### config.mk
export PLATFORM = sky130hd
export DESIGN_NAME = pfs_core
export DESIGN_NICKNAME = d
export VERILOG_FILES = /design/src/pfs_pkg.sv /design/src/pfs_stack.sv /design/src/pfs_core.sv
export VERILOG_INCLUDE_DIRS = /design/src
export SDC_FILE = /design/constraint.sdc
export NUM_CORES = 1
export LEC_CHECK = 0
export ABC_AREA = 1
export BUFFER_PORTS_ARGS = -buffer_cell sky130_fd_sc_hd__buf_2
export CORE_UTILIZATION = 45
export DETAILED_ROUTE_END_ITERATION = 6
export GPL_ROUTABILITY_DRIVEN = 0
export PLACE_DENSITY = 0.75
export SLEW_MARGIN = 40
export SYNTH_ARGS = -nofsm -noshare
export SYNTH_HDL_FRONTEND = slang
export SYNTH_SLANG_ARGS = --single-unit
### constraint.sdc
create_clock -name clk -period 2.06 [get_ports clk]
set_input_delay 0.206 -clock clk [delete_from_list [all_inputs] [get_ports clk]]
set_output_delay 0.206 -clock clk [all_outputs]
set_load 0.02 [all_outputs]
### src/pfs_defs.svh
// constants of the program flow sequencer: file addresses, flag fields, reset values, stack depth
// Contract
// - jump loads counter low nine bits from field
// - jump top three bits from segment bits
// - invoke pushes incremented counter onto stack
// - invoke: low eight from field, bit8 zero
// - eight-level hardware stack for resume addresses
// - push shifts deeper, level 8 lost
// - pop loads counter, level 8 kept
// - plain exit restores counter, accumulator untouched
// - paged exit also updates segment bits
// - paged exit segment bits from popped 11:9
// - literal exit loads literal into accumulator
// - irq exits, one adds accumulator to timer
// - irq exits restore context from shadow copies
// - skip instructions skip next when condition holds
// - skip over page/bank prefix skips two
// - several prefixes all skipped plus one more
// - page select, bit ops, flag writes set segment
// - flags layout carry..timeout, segment at 7:5
// - counter low 02h, flags 03h, pointer 04h
// - rotate through carry, nibble swap to accumulator
// - complement, and, or, xor with accumulator
`ifndef PFS_DEFS_SVH
`define PFS_DEFS_SVH
`define PFS_ADDR_PCL 8'h02
`define PFS_ADDR_FLAGS 8'h03
`define PFS_ADDR_PTR 8'h04
`define PFS_BIT_C 0
`define PFS_BIT_DC 1
`define PFS_BIT_Z 2
`define PFS_BIT_PD 3
`define PFS_BIT_TO 4
`define PFS_SEG_LO 5
`define PFS_SEG_HI 7
`define PFS_FLAGS_RST 8'h18
`define PFS_PC_RST 12'hFFF
`define PFS_STACK_DEPTH 8
`endif

### src/pfs_pkg.sv
// types of the program flow sequencer
package pfs_pkg;
    typedef enum logic [4:0] {
        PFS_OP_NOP, PFS_OP_JMP, PFS_OP_CALL, PFS_OP_RET, PFS_OP_SUB_EXIT_WITH_PAGE, PFS_OP_SUB_EXIT_LITERAL,
        PFS_OP_IRQ_EXIT, PFS_OP_IRQ_EXIT_ADD_TIMER, PFS_OP_DEC_SKIP_ZERO, PFS_OP_INC_SKIP_ZERO, PFS_OP_SNB, PFS_OP_SB,
        PFS_OP_PAGE, PFS_OP_BANK, PFS_OP_BIT_FORCE_HIGH, PFS_OP_BIT_FORCE_LOW, PFS_OP_MOVWF,
        PFS_OP_RL, PFS_OP_RR, PFS_OP_SWAPW, PFS_OP_NOTF, PFS_OP_NOTW,
        PFS_OP_ANDW, PFS_OP_ORW, PFS_OP_XORW
    } pfs_op_e;
    typedef logic [11:0] pfs_addr_t;
endpackage : pfs_pkg

### src/pfs_stack.sv
// eight-level shift-style return stack
`timescale 1ns/1ps
module pfs_stack #(
    parameter int DEPTH = 8
) (
    input wire logic clk,
    input wire logic nrst,
    input wire logic push,
    input wire logic pop,
    input wire pfs_pkg::pfs_addr_t push_val,
    output pfs_pkg::pfs_addr_t top
);
    import pfs_pkg::*;
    pfs_addr_t lvl_q [DEPTH];

    assign top = lvl_q[0];

    for (genvar i = 0; i < DEPTH; i++)
    begin : g_lvl
        always_ff @(posedge clk or negedge nrst)
        begin
            if (!nrst)
                lvl_q[i] <= 12'h000;
            else if (push)
                lvl_q[i] <= (i == 0) ? push_val : lvl_q[(i == 0) ? 0 : i - 1];
            else if (pop && i < DEPTH - 1)
                lvl_q[i] <= lvl_q[(i < DEPTH - 1) ? i + 1 : i];
        end
    end

    property p_deep_kept;
        @(posedge clk) disable iff (!nrst)
        pop && !push |=> lvl_q[DEPTH-1] == $past(lvl_q[DEPTH-1]) && lvl_q[DEPTH-2] == lvl_q[DEPTH-1];
    endproperty
    a_deep_kept: assert property (p_deep_kept) else $error("deepest level changed on pop");

    property p_push_shift;
        @(posedge clk) disable iff (!nrst)
        push |=> lvl_q[0] == $past(push_val) && lvl_q[1] == $past(lvl_q[0]);
    endproperty
    a_push_shift: assert property (p_push_shift) else $error("push did not shift");
endmodule : pfs_stack

### src/pfs_core.sv
// program flow sequencer: counter, stack, skip chain, flags and file registers
`timescale 1ns/1ps
`include "pfs_defs.svh"
module pfs_core (
    input wire logic clk,
    input wire logic nrst,
    input wire logic instr_valid,
    input wire pfs_pkg::pfs_op_e instr_op,
    input wire logic [8:0] instr_addr,
    input wire logic [7:0] instr_lit,
    input wire logic [7:0] file_addr,
    input wire logic [2:0] bit_sel,
    input wire logic [7:0] file_rdata,
    input wire logic [7:0] shadow_w,
    input wire logic [7:0] shadow_flags,
    input wire logic [7:0] shadow_ptr,
    input wire logic [7:0] shadow_mode,
    input wire pfs_pkg::pfs_addr_t shadow_pc,
    input wire logic [7:0] timer_val,
    output pfs_pkg::pfs_addr_t fetch_addr,
    output logic flush,
    output logic [7:0] w_out,
    output logic [7:0] flags_out,
    output logic [7:0] ptr_out,
    output logic [7:0] mode_out,
    output logic [7:0] file_wdata,
    output logic file_we,
    output logic [7:0] timer_wdata,
    output logic timer_we,
    output logic skipping
);
    import pfs_pkg::*;

    // ----------------------------------------------------------------
    // state
    // ----------------------------------------------------------------
    pfs_addr_t pc_q;
    pfs_addr_t pc_d;
    pfs_addr_t tos;
    logic [7:0] w_q;
    logic [7:0] flags_q;
    logic [7:0] ptr_q;
    logic [7:0] mode_q;
    logic skip_q;
    logic flush_q;
    logic [7:0] fwd_q;
    logic fwe_q;
    logic [7:0] tw_q;
    logic twe_q;
    logic push;
    logic pop;
    logic exec;
    logic cond;
    logic [7:0] operand;
    logic [7:0] res;
    logic [2:0] seg;

    assign seg = flags_q[`PFS_SEG_HI:`PFS_SEG_LO];
    // a skipped slot executes nothing; prefixes keep the chain alive
    assign exec = instr_valid && !skip_q;
    assign push = exec && instr_op == PFS_OP_CALL;
    assign pop = exec && (instr_op == PFS_OP_RET || instr_op == PFS_OP_SUB_EXIT_WITH_PAGE
        || instr_op == PFS_OP_SUB_EXIT_LITERAL);

    pfs_stack #(.DEPTH(`PFS_STACK_DEPTH)) u_stack (
        .clk(clk),
        .nrst(nrst),
        .push(push),
        .pop(pop),
        .push_val(pc_q + 12'h001),
        .top(tos)
    );

    // operand reads see the locally held mapped registers
    always_comb
    begin
        unique case (file_addr)
            `PFS_ADDR_PCL: operand = pc_q[7:0];
            `PFS_ADDR_FLAGS: operand = flags_q;
            `PFS_ADDR_PTR: operand = ptr_q;
            default: operand = file_rdata;
        endcase
    end

    // ----------------------------------------------------------------
    // condition test and datapath
    // ----------------------------------------------------------------
    always_comb
    begin
        cond = 1'b0;
        res = operand;
        unique case (instr_op)
            PFS_OP_DEC_SKIP_ZERO:
            begin
                res = operand - 8'h01;
                cond = (res == 8'h00);
            end
            PFS_OP_INC_SKIP_ZERO:
            begin
                res = operand + 8'h01;
                cond = (res == 8'h00);
            end
            PFS_OP_SNB: cond = !operand[bit_sel];
            PFS_OP_SB: cond = operand[bit_sel];
            PFS_OP_BIT_FORCE_HIGH: res = operand | (8'h01 << bit_sel);
            PFS_OP_BIT_FORCE_LOW: res = operand & ~(8'h01 << bit_sel);
            PFS_OP_MOVWF: res = w_q;
            PFS_OP_RL: res = {operand[6:0], flags_q[`PFS_BIT_C]};
            PFS_OP_RR: res = {flags_q[`PFS_BIT_C], operand[7:1]};
            PFS_OP_SWAPW: res = {operand[3:0], operand[7:4]};
            PFS_OP_NOTF: res = ~operand;
            PFS_OP_NOTW: res = ~w_q;
            PFS_OP_ANDW: res = w_q & operand;
            PFS_OP_ORW: res = w_q | operand;
            PFS_OP_XORW: res = w_q ^ operand;
            default: res = operand;
        endcase
    end

    // ----------------------------------------------------------------
    // program counter
    // ----------------------------------------------------------------
    always_comb
    begin
        pc_d = pc_q + 12'h001;
        if (exec)
        begin
            unique case (instr_op)
                PFS_OP_JMP: pc_d = {seg, instr_addr};
                PFS_OP_CALL: pc_d = {seg, 1'b0, instr_addr[7:0]};
                PFS_OP_RET, PFS_OP_SUB_EXIT_WITH_PAGE, PFS_OP_SUB_EXIT_LITERAL: pc_d = tos;
                PFS_OP_IRQ_EXIT, PFS_OP_IRQ_EXIT_ADD_TIMER: pc_d = shadow_pc;
                default:
                begin
                    if (file_we_cond() && file_addr == `PFS_ADDR_PCL)
                        pc_d = {pc_q[11:8], res};
                end
            endcase
        end
    end

    function automatic logic file_we_cond();
        return instr_op inside {PFS_OP_DEC_SKIP_ZERO, PFS_OP_INC_SKIP_ZERO, PFS_OP_BIT_FORCE_HIGH, PFS_OP_BIT_FORCE_LOW,
            PFS_OP_MOVWF, PFS_OP_RL, PFS_OP_RR, PFS_OP_NOTF};
    endfunction : file_we_cond

    always_ff @(posedge clk or negedge nrst)
    begin
        if (!nrst)
            pc_q <= `PFS_PC_RST;
        else if (instr_valid)
            pc_q <= pc_d;
    end

    always_ff @(posedge clk or negedge nrst)
    begin
        if (!nrst)
            flush_q <= 1'b0;
        else
            flush_q <= exec && (instr_op inside {PFS_OP_JMP, PFS_OP_CALL, PFS_OP_RET,
                PFS_OP_SUB_EXIT_WITH_PAGE, PFS_OP_SUB_EXIT_LITERAL, PFS_OP_IRQ_EXIT, PFS_OP_IRQ_EXIT_ADD_TIMER});
    end

    // ----------------------------------------------------------------
    // skip chain: prefixes extend it, one cycle per skipped slot
    // ----------------------------------------------------------------
    always_ff @(posedge clk or negedge nrst)
    begin
        if (!nrst)
            skip_q <= 1'b0;
        else if (instr_valid)
        begin
            if (skip_q)
                skip_q <= instr_op inside {PFS_OP_PAGE, PFS_OP_BANK};
            else
                skip_q <= cond && instr_op inside {PFS_OP_DEC_SKIP_ZERO, PFS_OP_INC_SKIP_ZERO,
                    PFS_OP_SNB, PFS_OP_SB};
        end
    end

    // ----------------------------------------------------------------
    // flags, pointer, accumulator, mode
    // ----------------------------------------------------------------
    always_ff @(posedge clk or negedge nrst)
    begin
        if (!nrst)
            flags_q <= `PFS_FLAGS_RST;
        else if (exec)
        begin
            if (instr_op == PFS_OP_PAGE)
                flags_q[`PFS_SEG_HI:`PFS_SEG_LO] <= instr_addr[2:0];
            else if (instr_op == PFS_OP_SUB_EXIT_WITH_PAGE)
                flags_q[`PFS_SEG_HI:`PFS_SEG_LO] <= tos[11:9];
            else if (instr_op inside {PFS_OP_IRQ_EXIT, PFS_OP_IRQ_EXIT_ADD_TIMER})
                flags_q <= shadow_flags;
            else if (file_we_cond() && file_addr == `PFS_ADDR_FLAGS)
                flags_q <= res;
            else if (instr_op inside {PFS_OP_RL, PFS_OP_RR})
                flags_q[`PFS_BIT_C] <= (instr_op == PFS_OP_RL) ? operand[7] : operand[0];
            else if (instr_op inside {PFS_OP_NOTF, PFS_OP_NOTW, PFS_OP_ANDW,
                PFS_OP_ORW, PFS_OP_XORW})
                flags_q[`PFS_BIT_Z] <= (res == 8'h00);
        end
    end

    always_ff @(posedge clk or negedge nrst)
    begin
        if (!nrst)
            ptr_q <= 8'h00;
        else if (exec)
        begin
            if (instr_op == PFS_OP_BANK)
                ptr_q[6:4] <= instr_addr[2:0];
            else if (instr_op inside {PFS_OP_IRQ_EXIT, PFS_OP_IRQ_EXIT_ADD_TIMER})
                ptr_q <= shadow_ptr;
            else if (file_we_cond() && file_addr == `PFS_ADDR_PTR)
                ptr_q <= res;
        end
    end

    always_ff @(posedge clk or negedge nrst)
    begin
        if (!nrst)
            w_q <= 8'h00;
        else if (exec)
        begin
            unique case (instr_op)
                PFS_OP_SUB_EXIT_LITERAL: w_q <= instr_lit;
                PFS_OP_IRQ_EXIT, PFS_OP_IRQ_EXIT_ADD_TIMER: w_q <= shadow_w;
                PFS_OP_SWAPW, PFS_OP_NOTW, PFS_OP_ANDW, PFS_OP_ORW, PFS_OP_XORW: w_q <= res;
                default: w_q <= w_q;
            endcase
        end
    end

    always_ff @(posedge clk or negedge nrst)
    begin
        if (!nrst)
            mode_q <= 8'h00;
        else if (exec && instr_op inside {PFS_OP_IRQ_EXIT, PFS_OP_IRQ_EXIT_ADD_TIMER})
            mode_q <= shadow_mode;
    end

    // ----------------------------------------------------------------
    // external writes: file registers and the realtime counter
    // ----------------------------------------------------------------
    always_ff @(posedge clk or negedge nrst)
    begin
        if (!nrst)
        begin
            fwd_q <= 8'h00;
            fwe_q <= 1'b0;
            tw_q <= 8'h00;
            twe_q <= 1'b0;
        end
        else
        begin
            fwe_q <= exec && file_we_cond();
            fwd_q <= res;
            // adds the accumulator value in force before the shadow restore
            twe_q <= exec && instr_op == PFS_OP_IRQ_EXIT_ADD_TIMER;
            tw_q <= timer_val + w_q;
        end
    end

    assign fetch_addr = pc_q;
    assign flush = flush_q;
    assign w_out = w_q;
    assign flags_out = flags_q;
    assign ptr_out = ptr_q;
    assign mode_out = mode_q;
    assign file_wdata = fwd_q;
    assign file_we = fwe_q;
    assign timer_wdata = tw_q;
    assign timer_we = twe_q;
    assign skipping = skip_q;

    // ----------------------------------------------------------------
    // checks
    // ----------------------------------------------------------------
    property p_jmp_target;
        @(posedge clk) disable iff (!nrst)
        exec && instr_op == PFS_OP_JMP |=> pc_q == {$past(seg), $past(instr_addr)};
    endproperty
    a_jmp_target: assert property (p_jmp_target) else $error("jump target wrong");

    property p_call_target;
        @(posedge clk) disable iff (!nrst)
        push |=> pc_q[8] == 1'b0 && pc_q[11:9] == $past(seg)
            && pc_q[7:0] == $past(instr_addr[7:0]);
    endproperty
    a_call_target: assert property (p_call_target) else $error("invoke target wrong");

    property p_call_ret;
        @(posedge clk) disable iff (!nrst)
        push |=> tos == $past(pc_q) + 12'h001;
    endproperty
    a_call_ret: assert property (p_call_ret) else $error("resume address wrong");

    property p_sub_exit_with_page_seg;
        @(posedge clk) disable iff (!nrst)
        exec && instr_op == PFS_OP_SUB_EXIT_WITH_PAGE |=> seg == $past(tos[11:9]) && pc_q == $past(tos);
    endproperty
    a_sub_exit_with_page_seg: assert property (p_sub_exit_with_page_seg) else $error("paged exit wrong");

    property p_ret_w;
        @(posedge clk) disable iff (!nrst)
        exec && instr_op == PFS_OP_RET |=> w_q == $past(w_q);
    endproperty
    a_ret_w: assert property (p_ret_w) else $error("plain exit touched accumulator");

    property p_sub_exit_literal_lit;
        @(posedge clk) disable iff (!nrst)
        exec && instr_op == PFS_OP_SUB_EXIT_LITERAL |=> w_q == $past(instr_lit);
    endproperty
    a_sub_exit_literal_lit: assert property (p_sub_exit_literal_lit) else $error("literal exit wrong");

    property p_skip;
        @(posedge clk) disable iff (!nrst)
        exec && cond && instr_op inside {PFS_OP_SB, PFS_OP_SNB, PFS_OP_DEC_SKIP_ZERO, PFS_OP_INC_SKIP_ZERO}
            && instr_valid |=> skip_q;
    endproperty
    a_skip: assert property (p_skip) else $error("skip not taken");

    property p_prefix_chain;
        @(posedge clk) disable iff (!nrst)
        skip_q && instr_valid && instr_op inside {PFS_OP_PAGE, PFS_OP_BANK}
            |=> skip_q && seg == $past(seg);
    endproperty
    a_prefix_chain: assert property (p_prefix_chain) else $error("prefix chain broken");

    property p_seq;
        @(posedge clk) disable iff (!nrst)
        instr_valid && !exec |=> pc_q == $past(pc_q) + 12'h001;
    endproperty
    a_seq: assert property (p_seq) else $error("counter did not advance");

    property p_irq_exit;
        @(posedge clk) disable iff (!nrst)
        exec && instr_op == PFS_OP_IRQ_EXIT_ADD_TIMER |=> timer_we;
    endproperty
    a_irq_exit: assert property (p_irq_exit) else $error("timer add missing");

    c_call: cover property (@(posedge clk) disable iff (!nrst) push ##[1:20] pop);
    c_prefix: cover property (@(posedge clk) disable iff (!nrst)
        skip_q && instr_valid && instr_op == PFS_OP_PAGE);
    c_irq_exit_add_timer: cover property (@(posedge clk) disable iff (!nrst)
        exec && instr_op == PFS_OP_IRQ_EXIT_ADD_TIMER);
endmodule : pfs_core

==> results of run 1 <==
==> cells by family after synthesis <==
group | count (synthesis)
adders and majority gates | 13
muxes | 8
AOI/OAI and AO/OA | 328
and+or+nand+nor | 571
DFF | 160
buffers and inverters | 203
xor gates and xnor gates | 18
==> layer usage <==
metal / up-vias / routed length [um] / GRT usage (%)
met4: 0 / 2726 / 20.41
met1: 5425 / 13870 / 39.86
met5: - / 0 / 0
met3: 221 / 3988 / 5.183
met2: 731 / 17960 / 52.18
li1: 5203 / - / -
==> through the flow <==
stage	TNS (ps)	hold slack, ps	setup slack (ps)
3_3_place_gp	-19920	175.9	-447.3
5_1_grt	-11220	3.988	-640.0
6_report	-6456	-1.389	-407.4
2_1_floorplan	-236.4	-89.59	-98.08
3_5_place_dp	-24600	177.5	-500.8
4_1_cts	-978.5	1.800	-112.5
==> sequential cells by signal, summed over array words and instances (netlist names), 8 cells and up <==
name / cells
fetch_addr: 12
file_wdata: 8
flags_out: 8
mode_out: 8
ptr_out: 8
timer_wdata: 8
u_stack.lvl_q: 84
u_stack.top: 12
w_out: 8
==> worst register-to-register path: cells and delay by family, from the launching register on <==
family	cells	cell delay [ps]
flops	1	400
simple gates	15	1590
buf+inv	3	350
==> layout make-up <==
| class | count | area, sq um | share of cell area [%] |
|---|---|---|---|
| inverter | 153 | 629.4 | 4.369 |
| multi-input combinational | 940 | 5712 | 39.65 |
| clock inverter | 15 | 185.2 | 1.285 |
| sequential | 160 | 4021 | 27.91 |
| clock buffer | 17 | 425.4 | 2.953 |
| tap | 275 | 344.1 | 2.388 |
| timing repair buffer | 428 | 3089 | 21.44 |
==> final timing paths <==
| path | from | end | depth (start not counted) |
|---|---|---|---|
| max in group asynchronous | nrst | fetch_addr[10] | 3 |
| hold / removal | timer_val[0] | timer_wdata[0] | 2 |
| setup / recovery | ptr_out[1] | flags_out[2] | 18 |
| hold reg to reg | u_stack.lvl_q[7] | u_stack.lvl_q[7] | 2 |
| min in group asynchronous | nrst | u_stack.lvl_q[55] | 2 |
| setup reg to reg | ptr_out[1] | flags_out[2] | 18 |
==> cells in the mapped netlist, types with 2 or more instances <==
library cell,count
nand2_1,269
dfrtp_1,146
nor2_1,142
inv_1,132
o21ai_0,88
a21oi_1,86
nand3_1,76
o22ai_1,35
nor3_1,32
clkbuf_1,26
a22oi_1,25
a211oi_1,22
inv_2,19
a221oi_1,17
xor2_1,16
buf_2,15
dfstp_2,14
a2bb2oi_1,12
ha_1,12
nand2_2,11
nor2_2,10
o21ai_1,10
mux2_2,8
nor2_4,8
nand4_1,7
o211ai_1,7
nand2_4,6
a31oi_1,5
buf_1,5
nand3_2,4
o221ai_1,4
a32oi_1,3
buf_6,3
o22a_1,3
nor4_1,2
o2111ai_1,2
o21ai_2,2
o31ai_1,2
xnor2_1,2
==> report_power, final <==
part	leakage (nW)	switching, mW	internal, mW	total [mW]
clock	0.297	1.59	1.64	3.24
sequential	1.84	0.650	4.15	4.80
combinational	4.90	2.52	1.78	4.29
==> layout by cell type, fill, tap and decap left out, drive strengths merged, types with 8 or more instances in the layout <==
| master | instances |
|---|---|
| inv | 156 |
| dlygate4sd3 | 8 |
| ha | 12 |
| a211oi | 22 |
| clkbuf | 17 |
| a2bb2oi | 12 |
| dfrtp | 146 |
| a221oi | 17 |
| nor2 | 161 |
| o22ai | 35 |
| nand2 | 288 |
| a21oi | 87 |
| buf | 420 |
| a22oi | 26 |
| o21ai | 100 |
| nor3 | 33 |
| clkinv | 12 |
| dfstp | 14 |
| mux2 | 8 |
| xor2 | 16 |
| nand3 | 81 |
==> what timing repair did <==
| item | CTS | global route |
|---|---|---|
| pin swaps | 36 | 53 |
| hold buffers | 8 | 0 |
| endpoints found under the setup margin | 38 | 45 |
| resized for setup | 52 | 126 |
| setup buffers | 13 | 24 |
| hold endpoints to repair | 48 | 0 |
| gates cloned | 2 | 0 |
==> metrics.md, run 1 <==
| Metric | Value |
|---|---|
| Post-Synth Simple-Gate Area | `around 26%` |
| Top cells by area, synth | `dfrtp_1, nand2_1, nor2_1` |
| Drt wl/cell | `19.39 um` |
| TritonCTS Buffers | `17` |
| Finished Layout Cells | `1988` |
| Clk_skew | `~21 ps` |
| Min Hold Slack | `-1.389 ps` |
| CP endpoint kind | `register` |
| Violated checks | `negative hold slack, negative setup slack` |
| Worst-path clk slew | `about 80 ps` |
| Largest family of logic cells by synthesized area | `simple AND/OR/NAND/NOR gates` |
| Placed cells | `about 1900` |
| Top cell family by delay on the critical path | `simple AND/OR/NAND/NOR gates` |
| Latest clock arrival within the worst-skew pair | `460 ps` |
| ANT nets after route | `0` |
| Arr. time, crit path | `2810 ps` |
| Total track usage | `32.17%` |
| Startpoint Class | `register` |
| Async set-reset flop share out of synthesis | `100.0%` |
| Final setup viols | `41` |
| CTS max path bufs | `2` |
| RSZ-0062 raised after global routing | `yes` |
| Grt total ovfl | `0` |
| Adder-cell share of the synthesized area | `1.737%` |
| Ports | `160` |
| Largest net degree at the start of global routing | `between 40 and 50` |
| Die width | `149.6 um` |
| Cells after Synth | `~1300` |
| Core Box Area | `21150 sq um` |
| WP buf/inv | `3` |
| Post-synth EDFFs | `0` |
| Synth cell types | `52` |
| Post-synth top area cell | `dfrtp_1` |
| Share of the synthesized area in the top cell type | `a little under two fifths` |
| DR vias | `11580` |
| Buffers on Ports | `159` |
| Worst-Margin Slew | `660.3 ps` |
| Crit-path max FO | `7` |
| Routed WL | `38.55 mm` |
| Final hold vios | `1` |
| Design area | `14410 sq um` |
| Fmax | `405.3 MHz` |
| DR iter-0 viols | `~1400` |
| DP HPWL | `about 26 mm` |
| DRC viols | `0` |
| Tightest Hold Check Type | `in -> reg` |
| Placed inst area | `12710 sq um` |
| Synth Area in XOR/XNOR | `1.609%` |
| Total power | `roughly 12 mW` |
| Rel. slew slack | `55.52%` |
| Htree depth | `4` |
| Initial antenna violation count | `1` |
| Post-synth top flop | `dfrtp_1` |
| Drt via density | `approximately 5.8` |
| Clock root buffer | `clkbuf_16` |
| Post-synthesis mux area share | `0.9195%` |
| Max-slew violation count | `0` |
| Syn avg cell area | `7.530 sq um` |
| Max Cap Violations | `0` |
| Final Util | `68.10%` |
| CTS tree | `done` |
| N_diodes | `0` |
| P&R area growth vs syn | `47.05%` |
| Initial Util | `between 40% and 50%` |
| Max IR drop VDD | `0.6172 mV` |
| Post-Syn Area | `9797 sq um` |
| Post-synthesis compound-gate area fraction | `20.56%` |
| CP max stage cell | `dfrtp_1` |
| Layout cell share with drive strength beyond 1 | `39.11%` |
| TritonRoute pass-1 iters | `7` |
| Pwr Density | `856.4 nW/um^2` |
| Flops & latches, synth | `160` |
| LEAKAGE | `roughly 7.0 nW` |
| Tcrit/Tclk final | `119.8%` |
| Vias in the first global route | `10681` |
| CP cell instances | `nand2_1, nand2_2, nor2_4, nand2_8, buf_4, buf_6, nor2_4, nand2_2, inv_4, nand3_2, nand2_2, nand2_2, nand3_4, nand2_4, nand4_1, nand2_1, nand2_1, nand2_1` |
| Die footprint | `22370 sq um` |
| Min cycle time layout | `about 2500 ps` |
| Clock Sinks | `160` |
| Net Count, Synth | `between 1000 and 1500` |
| Req. time, crit path | `2400 ps` |
| Sequential share of the synthesized area | `41.05%` |
| First-pass GRT wire length | `55.24 mm` |
| Row count | `53` |
| Die boundary height | `149.6 um` |
| Worst Setup Slack, final | `-407.4 ps` |
| CP max stage delay | `400 ps` |
| Yosys Warn Count | `0` |
| Critical path type | `reg -> reg` |
| Outcome | `finished, violations left` |
| Fillers | `around 1600` |
| R2r setup slk | `-410 ps` |
| Nets | `1809` |
(Power assumes the default switching activity.)
==> run 2: changes to the inputs <==
--- a/config.mk
+++ b/config.mk
@@ -13,5 +13,5 @@
 export GPL_ROUTABILITY_DRIVEN = 0
 export PLACE_DENSITY = 0.75
-export SLEW_MARGIN = 40
+export SLEW_MARGIN = 10
 export SYNTH_ARGS = -nofsm -noshare
 export SYNTH_HDL_FRONTEND = slang
==> constraint.sdc (replaced) <==
create_clock -name clk -period 2.06 [get_ports clk]
set_input_delay 0.206 -clock clk [delete_from_list [all_inputs] [get_ports clk]]
set_output_delay 0.206 -clock clk [all_outputs]
set_load 0.01 [all_outputs]
==> run 2 against run 1 <==
The run ends with design-rule violations, negative setup slack left. Utilization is 2.1 points lower. Global-route usage is 0.91 points lower. Sequential power hardly changed. Sequential share of layout area is 0.91 points higher. Design area is 3.2% lower. Combinational power is 8.4% lower. Power is 3.5% lower. Non-clock buffer count is 22 lower. Maximum frequency is 5.9% lower. Critical path type unchanged. Largest cell class unchanged. Highest routed layer unchanged.
==> metrics.md, run 2 (same netlist as run 1, synthesis figures left out) <==
| Metric | Value |
|---|---|
| Wl on met1 | `13.54 mm (-2.4%)` |
| Grt total ovfl | `0 (unchanged)` |
| Largest Register | `u_stack.lvl_q` |
| Die boundary height | `149.6 um (unchanged)` |
| Worst-path clk slew | `80 ps (about the same)` |
| CP endpoint kind | `register` |
| Comb power frac | `33.0% (-1.8 points)` |
| ANT nets after route | `0 (unchanged)` |
| Violated checks | `design-rule violations, negative setup slack` |
| Critical path type | `reg -> reg` |
| RR Startpoint | `w_out[1]` |
| Internal power | `7.582 mW (+0.10%)` |
| Outcome | `finished, violations left` |
| Latest clock arrival within the worst-skew pair | `440 ps (-20 ps)` |
| RSZ-0062 raised after global routing | `yes` |
| TritonCTS Buffers | `17 (unchanged)` |
| TritonRoute pass-1 iters | `7 (unchanged)` |
| First-pass GRT wire length | `54.05 mm (-2.2%)` |
| Pwr Density | `852.9 nW/um^2 (-0.41%)` |
| Tightest Hold Check Type | `in -> reg` |
| Routed wl met2 | `17.22 mm (-4.1%)` |
| Drt via density | `5.874 (+0.85%)` |
| P&R area growth vs syn | `42.41%` |
| Total track usage | `31.26% (-0.91 points)` |
| Max-slew violation count | `0 (unchanged)` |
| Fmax | `381.3 MHz (-5.9%)` |
| Ports | `160 (unchanged)` |
| Worst Setup Slack, final | `-562.5 ps (-155.2 ps)` |
| WP buf/inv | `1 (-2)` |
| Design area | `13950 sq um (-3.2%)` |
| Crit-path max FO | `5 (-2)` |
| Nets | `1785 (-1.3%)` |
| Drt wl/cell | `18.63 um (-3.9%)` |
| Hold Crit Start | `shadow_mode[6]` |
| CP max stage cell | `o21ai_0` |
| Clock Sinks | `160 (unchanged)` |
| Buffers on Ports | `159 (unchanged)` |
| Final hold vios | `0 (-1)` |
| Clock root buffer | `clkbuf_16` |
| Routed WL | `36.60 mm (-5.1%)` |
| N_diodes | `0 (unchanged)` |
| Most common cell after layout, fill and taps aside | `nand2_1` |
| Startpoint Class | `register` |
| Clk_skew | `23.02 ps (+1.889 ps)` |
| Crit. Startpoint | `w_out[1]` |
| Rel. slew slack | `23.97% (-32 points)` |
| DRC viols | `4 (+4)` |
| Max Cap Violations | `0 (unchanged)` |
| Max IR drop VDD | `0.7137 mV (+16%)` |
| Net Sw Power | `4.317 mW (-9.4%)` |
| Die footprint | `22370 sq um (unchanged)` |
| Sw Ratio | `36.28% (-2.3 points)` |
| Htree depth | `4 (unchanged)` |
| Cell repeated most along the worst path | `nand2_1` |
| Clk network pwr share | `26.8% (+0.5 points)` |
| Core Box Area | `21150 sq um (unchanged)` |
| Placed inst area | `12510 sq um (-1.6%)` |
| LEAKAGE | `6.843 nW (-2.8%)` |
| Tcrit/Tclk final | `127.3% (+7.5 points)` |
| Met3 WL | `3.625 mm (-9.1%)` |
| CTS max path bufs | `2 (unchanged)` |
| Most frequent cells in the layout | `nand2_1, buf_4, buf_2, dfrtp_1, nor2_1` |
| Min Hold Slack | `11.65 ps (+13.04 ps)` |
| Worst-Margin Slew | `1129 ps (+468.2 ps)` |
| CP cell instances | `buf_4, o21ai_0, nand2_1, nor2_1, nand2_1, nor2_1, nand3_1, nand2_2, nand4_1, nor2_1, nand4_1, nand2_1, nand2_1, nand2_1` |
| Flop pwr share | `40.2% (+1.3 points)` |
| Initial antenna violation count | `0 (-1)` |
| DR vias | `11537 (-0.37%)` |
| Vias in the first global route | `10578 (-0.96%)` |
| Largest net degree at the start of global routing | `63 (+29%)` |
| Top layer used by detailed routing | `met4` |
| Initial Util | `46.31% (unchanged)` |
| R2r setup slk | `-560 ps (-160 ps)` |
| DP HPWL | `25.55 mm (-1.2%)` |
| Min cycle time layout | `2623 ps (+155.2 ps)` |
| Arr. time, crit path | `3000 ps (+190 ps)` |
| Top cell family by delay on the critical path | `simple AND/OR/NAND/NOR gates` |
| Max reg flops | `84 (unchanged)` |
| Row count | `53 (unchanged)` |
| CP max stage delay | `880 ps (+480 ps)` |
| CTS tree | `done` |
| Die width | `149.6 um (unchanged)` |
| DR iter-0 viols | `1331 (-4.8%)` |
| Req. time, crit path | `2440 ps (+40 ps)` |
| Layout cell share with drive strength beyond 1 | `38.19% (-0.92 points)` |
| Final setup viols | `32 (-22%)` |
[run 2: worst register-to-register path: cells and delay by family (launching register included)]
kind	cells	cell delay (ps)
flops	1	410
buf+inv	1	170
compound gates	1	880
simple gates	12	1110
[run 2: timing repair]
action | in CTS | in global routing
pin swaps | 34 | 58
gates resized for setup | 54 | 110
hold buffers | 4 | 0
setup endpoints to repair | 40 | 47
buffers inserted | 8 | 25
hold endpoints to repair | 55 | 0
[run 2: cell type report]
| class | instances | area (sq um) |
|---|---|---|
| Clock buffer | 18 | 439.2 |
| Clock inverter | 14 | 140.1 |
| Fill cell | 1684 | 7202 |
| Inverter | 153 | 614.3 |
| Multi-Input combinational cell | 938 | 5587 |
| Sequential cell | 160 | 4021 |
| Tap cell | 275 | 344.1 |
| Timing Repair Buffer | 406 | 2806 |
[run 2: power groups by stage]
| stage | Combinational (mW) | Clock, mW | Sequential [mW] |
|---|---|---|---|
| after global placement | 3.41 | 0 | 4.77 |
| final | 3.93 | 3.19 | 4.78 |
| after floorplan | 1.75 | 0 | 4.86 |
| after CTS | 3.63 | 3.22 | 4.76 |
| after detailed placement | 3.52 | 0 | 4.80 |
| after global routing | 4.28 | 3.33 | 4.88 |
[run 2: per-layer routing]
layer	track usage, %	vias to the layer above
met5	0	-
met4	17.14	0
met3	5.610	210
met2	50.86	722
met1	39.27	5439
li1	-	5166
[run 2: final timing paths]
path | to | cells after the start
setup / recovery | flags_out[2] | 14
hold / removal | mode_out[6] | 2
setup reg to reg | flags_out[2] | 14
hold reg to reg | u_stack.lvl_q[8] | 2
max in group asynchronous | fetch_addr[7] | 3
min in group asynchronous | u_stack.lvl_q[28] | 2
[run 2: metrics by stage]
step | setup WS [ps] | util (%) | setup TNS (ps) | power [mW] | std cells
2_1_floorplan | -102.5 | - | -259.4 | 6.614 | 1301
3_3_place_gp | -480.5 | 59.12 | -11630 | 8.177 | 1896
3_5_place_dp | -520.1 | 59.12 | -14310 | 8.318 | 1896
4_1_cts | -133.5 | 63.18 | -889.4 | 11.61 | 1940
5_1_grt | -654.0 | 65.95 | -8745 | 12.49 | 1964
6_report | -562.5 | 65.95 | -5962 | 11.90 | 1964
==> run 3: changes to the inputs <==
CORE_MARGIN = 4   (was unset)
REMOVE_ABC_BUFFERS = 1   (was unset)
SYNTH_HIERARCHICAL = 1   (was unset)
==> run 3 against run 2 <==
The run ends with negative setup slack left. Wire length increased by 8.9%. Sequential cell count is the same. Worst setup slack improved by 110 ps. Maximum frequency grew 4.4%. Final cell count up 7.1%. Synthesized cell count increased by 10%. Synthesized area is 5.0% higher. Critical path depth increased by 4. Largest cell class unchanged. Largest power group unchanged.
==> metrics.md, run 3 <==
| Metric | Value |
|---|---|
| Share of the synthesized area in the top cell type | `35.51% (-1.8 points)` |
| Grt total ovfl | `0 (unchanged)` |
| Initial Util | `45.59% (-0.72 points)` |
| Clk_skew | `11.48 ps (-11.54 ps)` |
| Post-Syn Area | `10290 sq um (+5.0%)` |
| Rel. slew slack | `59.66% (+36 points)` |
| DRC viols | `0 (-4)` |
| Htree depth | `4 (unchanged)` |
| Max-slew violation count | `0 (unchanged)` |
| CTS tree | `done` |
| ANT nets after route | `0 (unchanged)` |
| Layout cell share with drive strength beyond 1 | `38.61% (+0.43 points)` |
| DR iter-0 viols | `1551 (+17%)` |
| Clock root buffer | `clkbuf_16` |
| Largest net degree at the start of global routing | `72 (+14%)` |
| DR vias | `12201 (+5.8%)` |
| Ports | `160 (unchanged)` |
| Core Box Area | `22570 sq um (+6.7%)` |
| Largest Register | `u_stack/lvl_q` |
| First-pass GRT wire length | `57.81 mm (+7.0%)` |
| Clock Sinks | `160 (unchanged)` |
| Tightest Hold Check Type | `in -> reg` |
| Seq. cell area | `4021 sq um (unchanged)` |
| Largest family of logic cells by synthesized area | `simple AND/OR/NAND/NOR gates` |
| Worst-Margin Slew | `598.8 ps (-529.8 ps)` |
| CTS max path bufs | `2 (unchanged)` |
| Post-synth EDFFs | `0 (unchanged)` |
| Critical path type | `reg -> reg` |
| Crit-path max FO | `3 (-2)` |
| CP endpoint kind | `register` |
| Flops & latches, synth | `160 (unchanged)` |
| Die footprint | `25350 sq um (+13%)` |
| Post-synthesis compound-gate area fraction | `9.557% (-11 points)` |
| Final hold vios | `0 (unchanged)` |
| Drt wl/cell | `18.95 um (+1.7%)` |
| Pwr Density | `729.8 nW/um^2 (-14%)` |
| Max IR drop VDD | `0.5059 mV (-29%)` |
| Max reg flops | `84 (unchanged)` |
| Startpoint Class | `register` |
| Tcrit/Tclk final | `121.9% (-5.4 points)` |
| Final setup viols | `43 (+34%)` |
| Row count | `55 (+3.8%)` |
| Most common cell after layout, fill and taps aside | `nand2_1` |
| Min Hold Slack | `12.90 ps (+1.249 ps)` |
| Max Cap Violations | `0 (unchanged)` |
| Multi-input gate area | `6168 sq um (+10%)` |
| Post-synthesis mux area share | `0.8755% (-0.044 points)` |
| Synth Area in XOR/XNOR | `1.277% (-0.33 points)` |
| Most frequent cells in the layout | `nand2_1, buf_4, nand3_1, buf_2, dfrtp_1` |
| Post-synth top flop | `dfrtp_1` |
| Fillers | `1799 (+6.8%)` |
| Yosys Warn Count | `6 (+6)` |
| Worst Setup Slack, final | `-451.6 ps (+110.9 ps)` |
| Total track usage | `28.14% (-3.1 points)` |
| Sequential share of the synthesized area | `39.08% (-2.0 points)` |
| Syn avg cell area | `7.186 sq um (-4.6%)` |
| Async set-reset flop share out of synthesis | `100.0% (unchanged)` |
| Final Util | `65.06% (-0.89 points)` |
| Routed WL | `39.85 mm (+8.9%)` |
| Pre-CTS setup slack | `-548.6 ps (-28.50 ps)` |
| Top cells by area, synth | `dfrtp_1, nand2_1, nand3_1` |
| Most frequent cell after synthesis | `nand2_1` |
| P&R area growth vs syn | `42.72%` |
| Req. time, crit path | `2440 ps (about the same)` |
| Outcome | `finished, violations left` |
| Initial antenna violation count | `0 (unchanged)` |
| RSZ-0062 raised after global routing | `yes` |
| Post-synth top area cell | `dfrtp_1` |
| Die width | `159.2 um (+6.5%)` |
| Drt via density | `5.802 (-1.2%)` |
| Min cycle time layout | `2512 ps (-110.9 ps)` |
| Fmax | `398.2 MHz (+4.4%)` |
| TritonCTS Buffers | `17 (unchanged)` |
| Most instantiated cells after synthesis | `nand2_1, nand3_1, dfrtp_1` |
| Worst-path clk slew | `70 ps (about the same)` |
| N_diodes | `0 (unchanged)` |
| LEAKAGE | `7.483 nW (+9.4%)` |
| Vias in the first global route | `11222 (+6.1%)` |
| DP HPWL | `27.33 mm (+6.9%)` |
| Post-Synth Simple-Gate Area | `38.62% (+13 points)` |
| Die boundary height | `159.2 um (+6.5%)` |
| Latest clock arrival within the worst-skew pair | `440 ps (about the same)` |
| Buffers on Ports | `159 (unchanged)` |
| TritonRoute pass-1 iters | `7 (unchanged)` |
| Violated checks | `negative setup slack` |
| Synth cell types | `49 (-5.8%)` |
| Arr. time, crit path | `2890 ps (-110 ps)` |
| Adder-cell share of the synthesized area | `1.654% (-0.083 points)` |
| Nets | `1914 (+7.2%)` |
| Cells after Synth | `1432 (+10%)` |
run 3: layer usage:
layer / track usage (%) / wire [um]
met5: 0 / 0
met4: 12.94 / 2634
met3: 5.359 / 3930
met2: 46.04 / 18630
met1: 36.32 / 14660
run 3: critical path, cell delays in order, from the launching register on:
cell and delay (ps):
dfstp_2 570, inv_4 60, nor2_4 150, nor2_4 70
nand2_4 90, inv_1 100, ha_4 180, nand3b_1 170
nand3_1 120, nand2_1 80, inv_1 50, nand2_1 110
nor2_4 190, nand4_1 110, nor2_1 130, nand3_1 90
nand2_1 70, nand2_1 50, nand2_1 60
run 3: kinds of logic after synthesis:
kind of cell | Yosys count
muxes | 8
AOI/OAI and AO/OA | 161
and+or+nand+nor | 892
xor gates and xnor gates | 15
DFF | 160
adders and majority gates | 13
buffers and inverters | 183
run 3: worst paths after layout:
check                                   from  slack [ps]  depth (start not counted)           endpoint
min in group asynchronous               nrst         310                          2   u_stack/lvl_q[5]
hold reg to reg            u_stack/lvl_q[11]         480                          2  u_stack/lvl_q[11]
hold / removal                shadow_mode[7]          10                          2        mode_out[7]
max in group asynchronous               nrst         990                          3      fetch_addr[4]
setup reg to reg               fetch_addr[1]        -450                         18       flags_out[2]
setup / recovery               fetch_addr[1]        -450                         18       flags_out[2]
run 3: per-stage QoR:
step                      total power [mW]  cells  setup TNS [ps]  area, sq um
after floorplan                      5.188   1363         -413330         9806
after global placement               6.786   2033          -19760        12800
after detailed placement             6.840   2033          -24300        12800
after CTS                            10.27   2092           -2352        13970
after global routing                 11.19   2103          -12250        14690
final                                10.72   2103           -8887        14690
run 3: cell type report:
cell class                 count  area share [%]
clock buffer                  20           3.042
inverter                     114           3.289
multi-input combinational   1089           42.00
sequential                   160           27.38
tap                          285           2.428
timing repair buffer         423           20.86
clock inverter                12          0.9968
run 3: timing repair:
item                                    CTS  global route
endpoints found under the setup margin   42            53
pin swaps                                56            89
hold buffers                              7             0
hold endpoints to repair                 62             0
resized for setup                       100           161
setup buffers                            23            16
run 3: where the power goes:
part	switching, mW	leakage (nW)	internal, mW
registers	0.308	2.08	3.58
logic	2.02	5.13	1.55
clock network	1.41	0.281	1.85
total	3.73	7.48	6.98
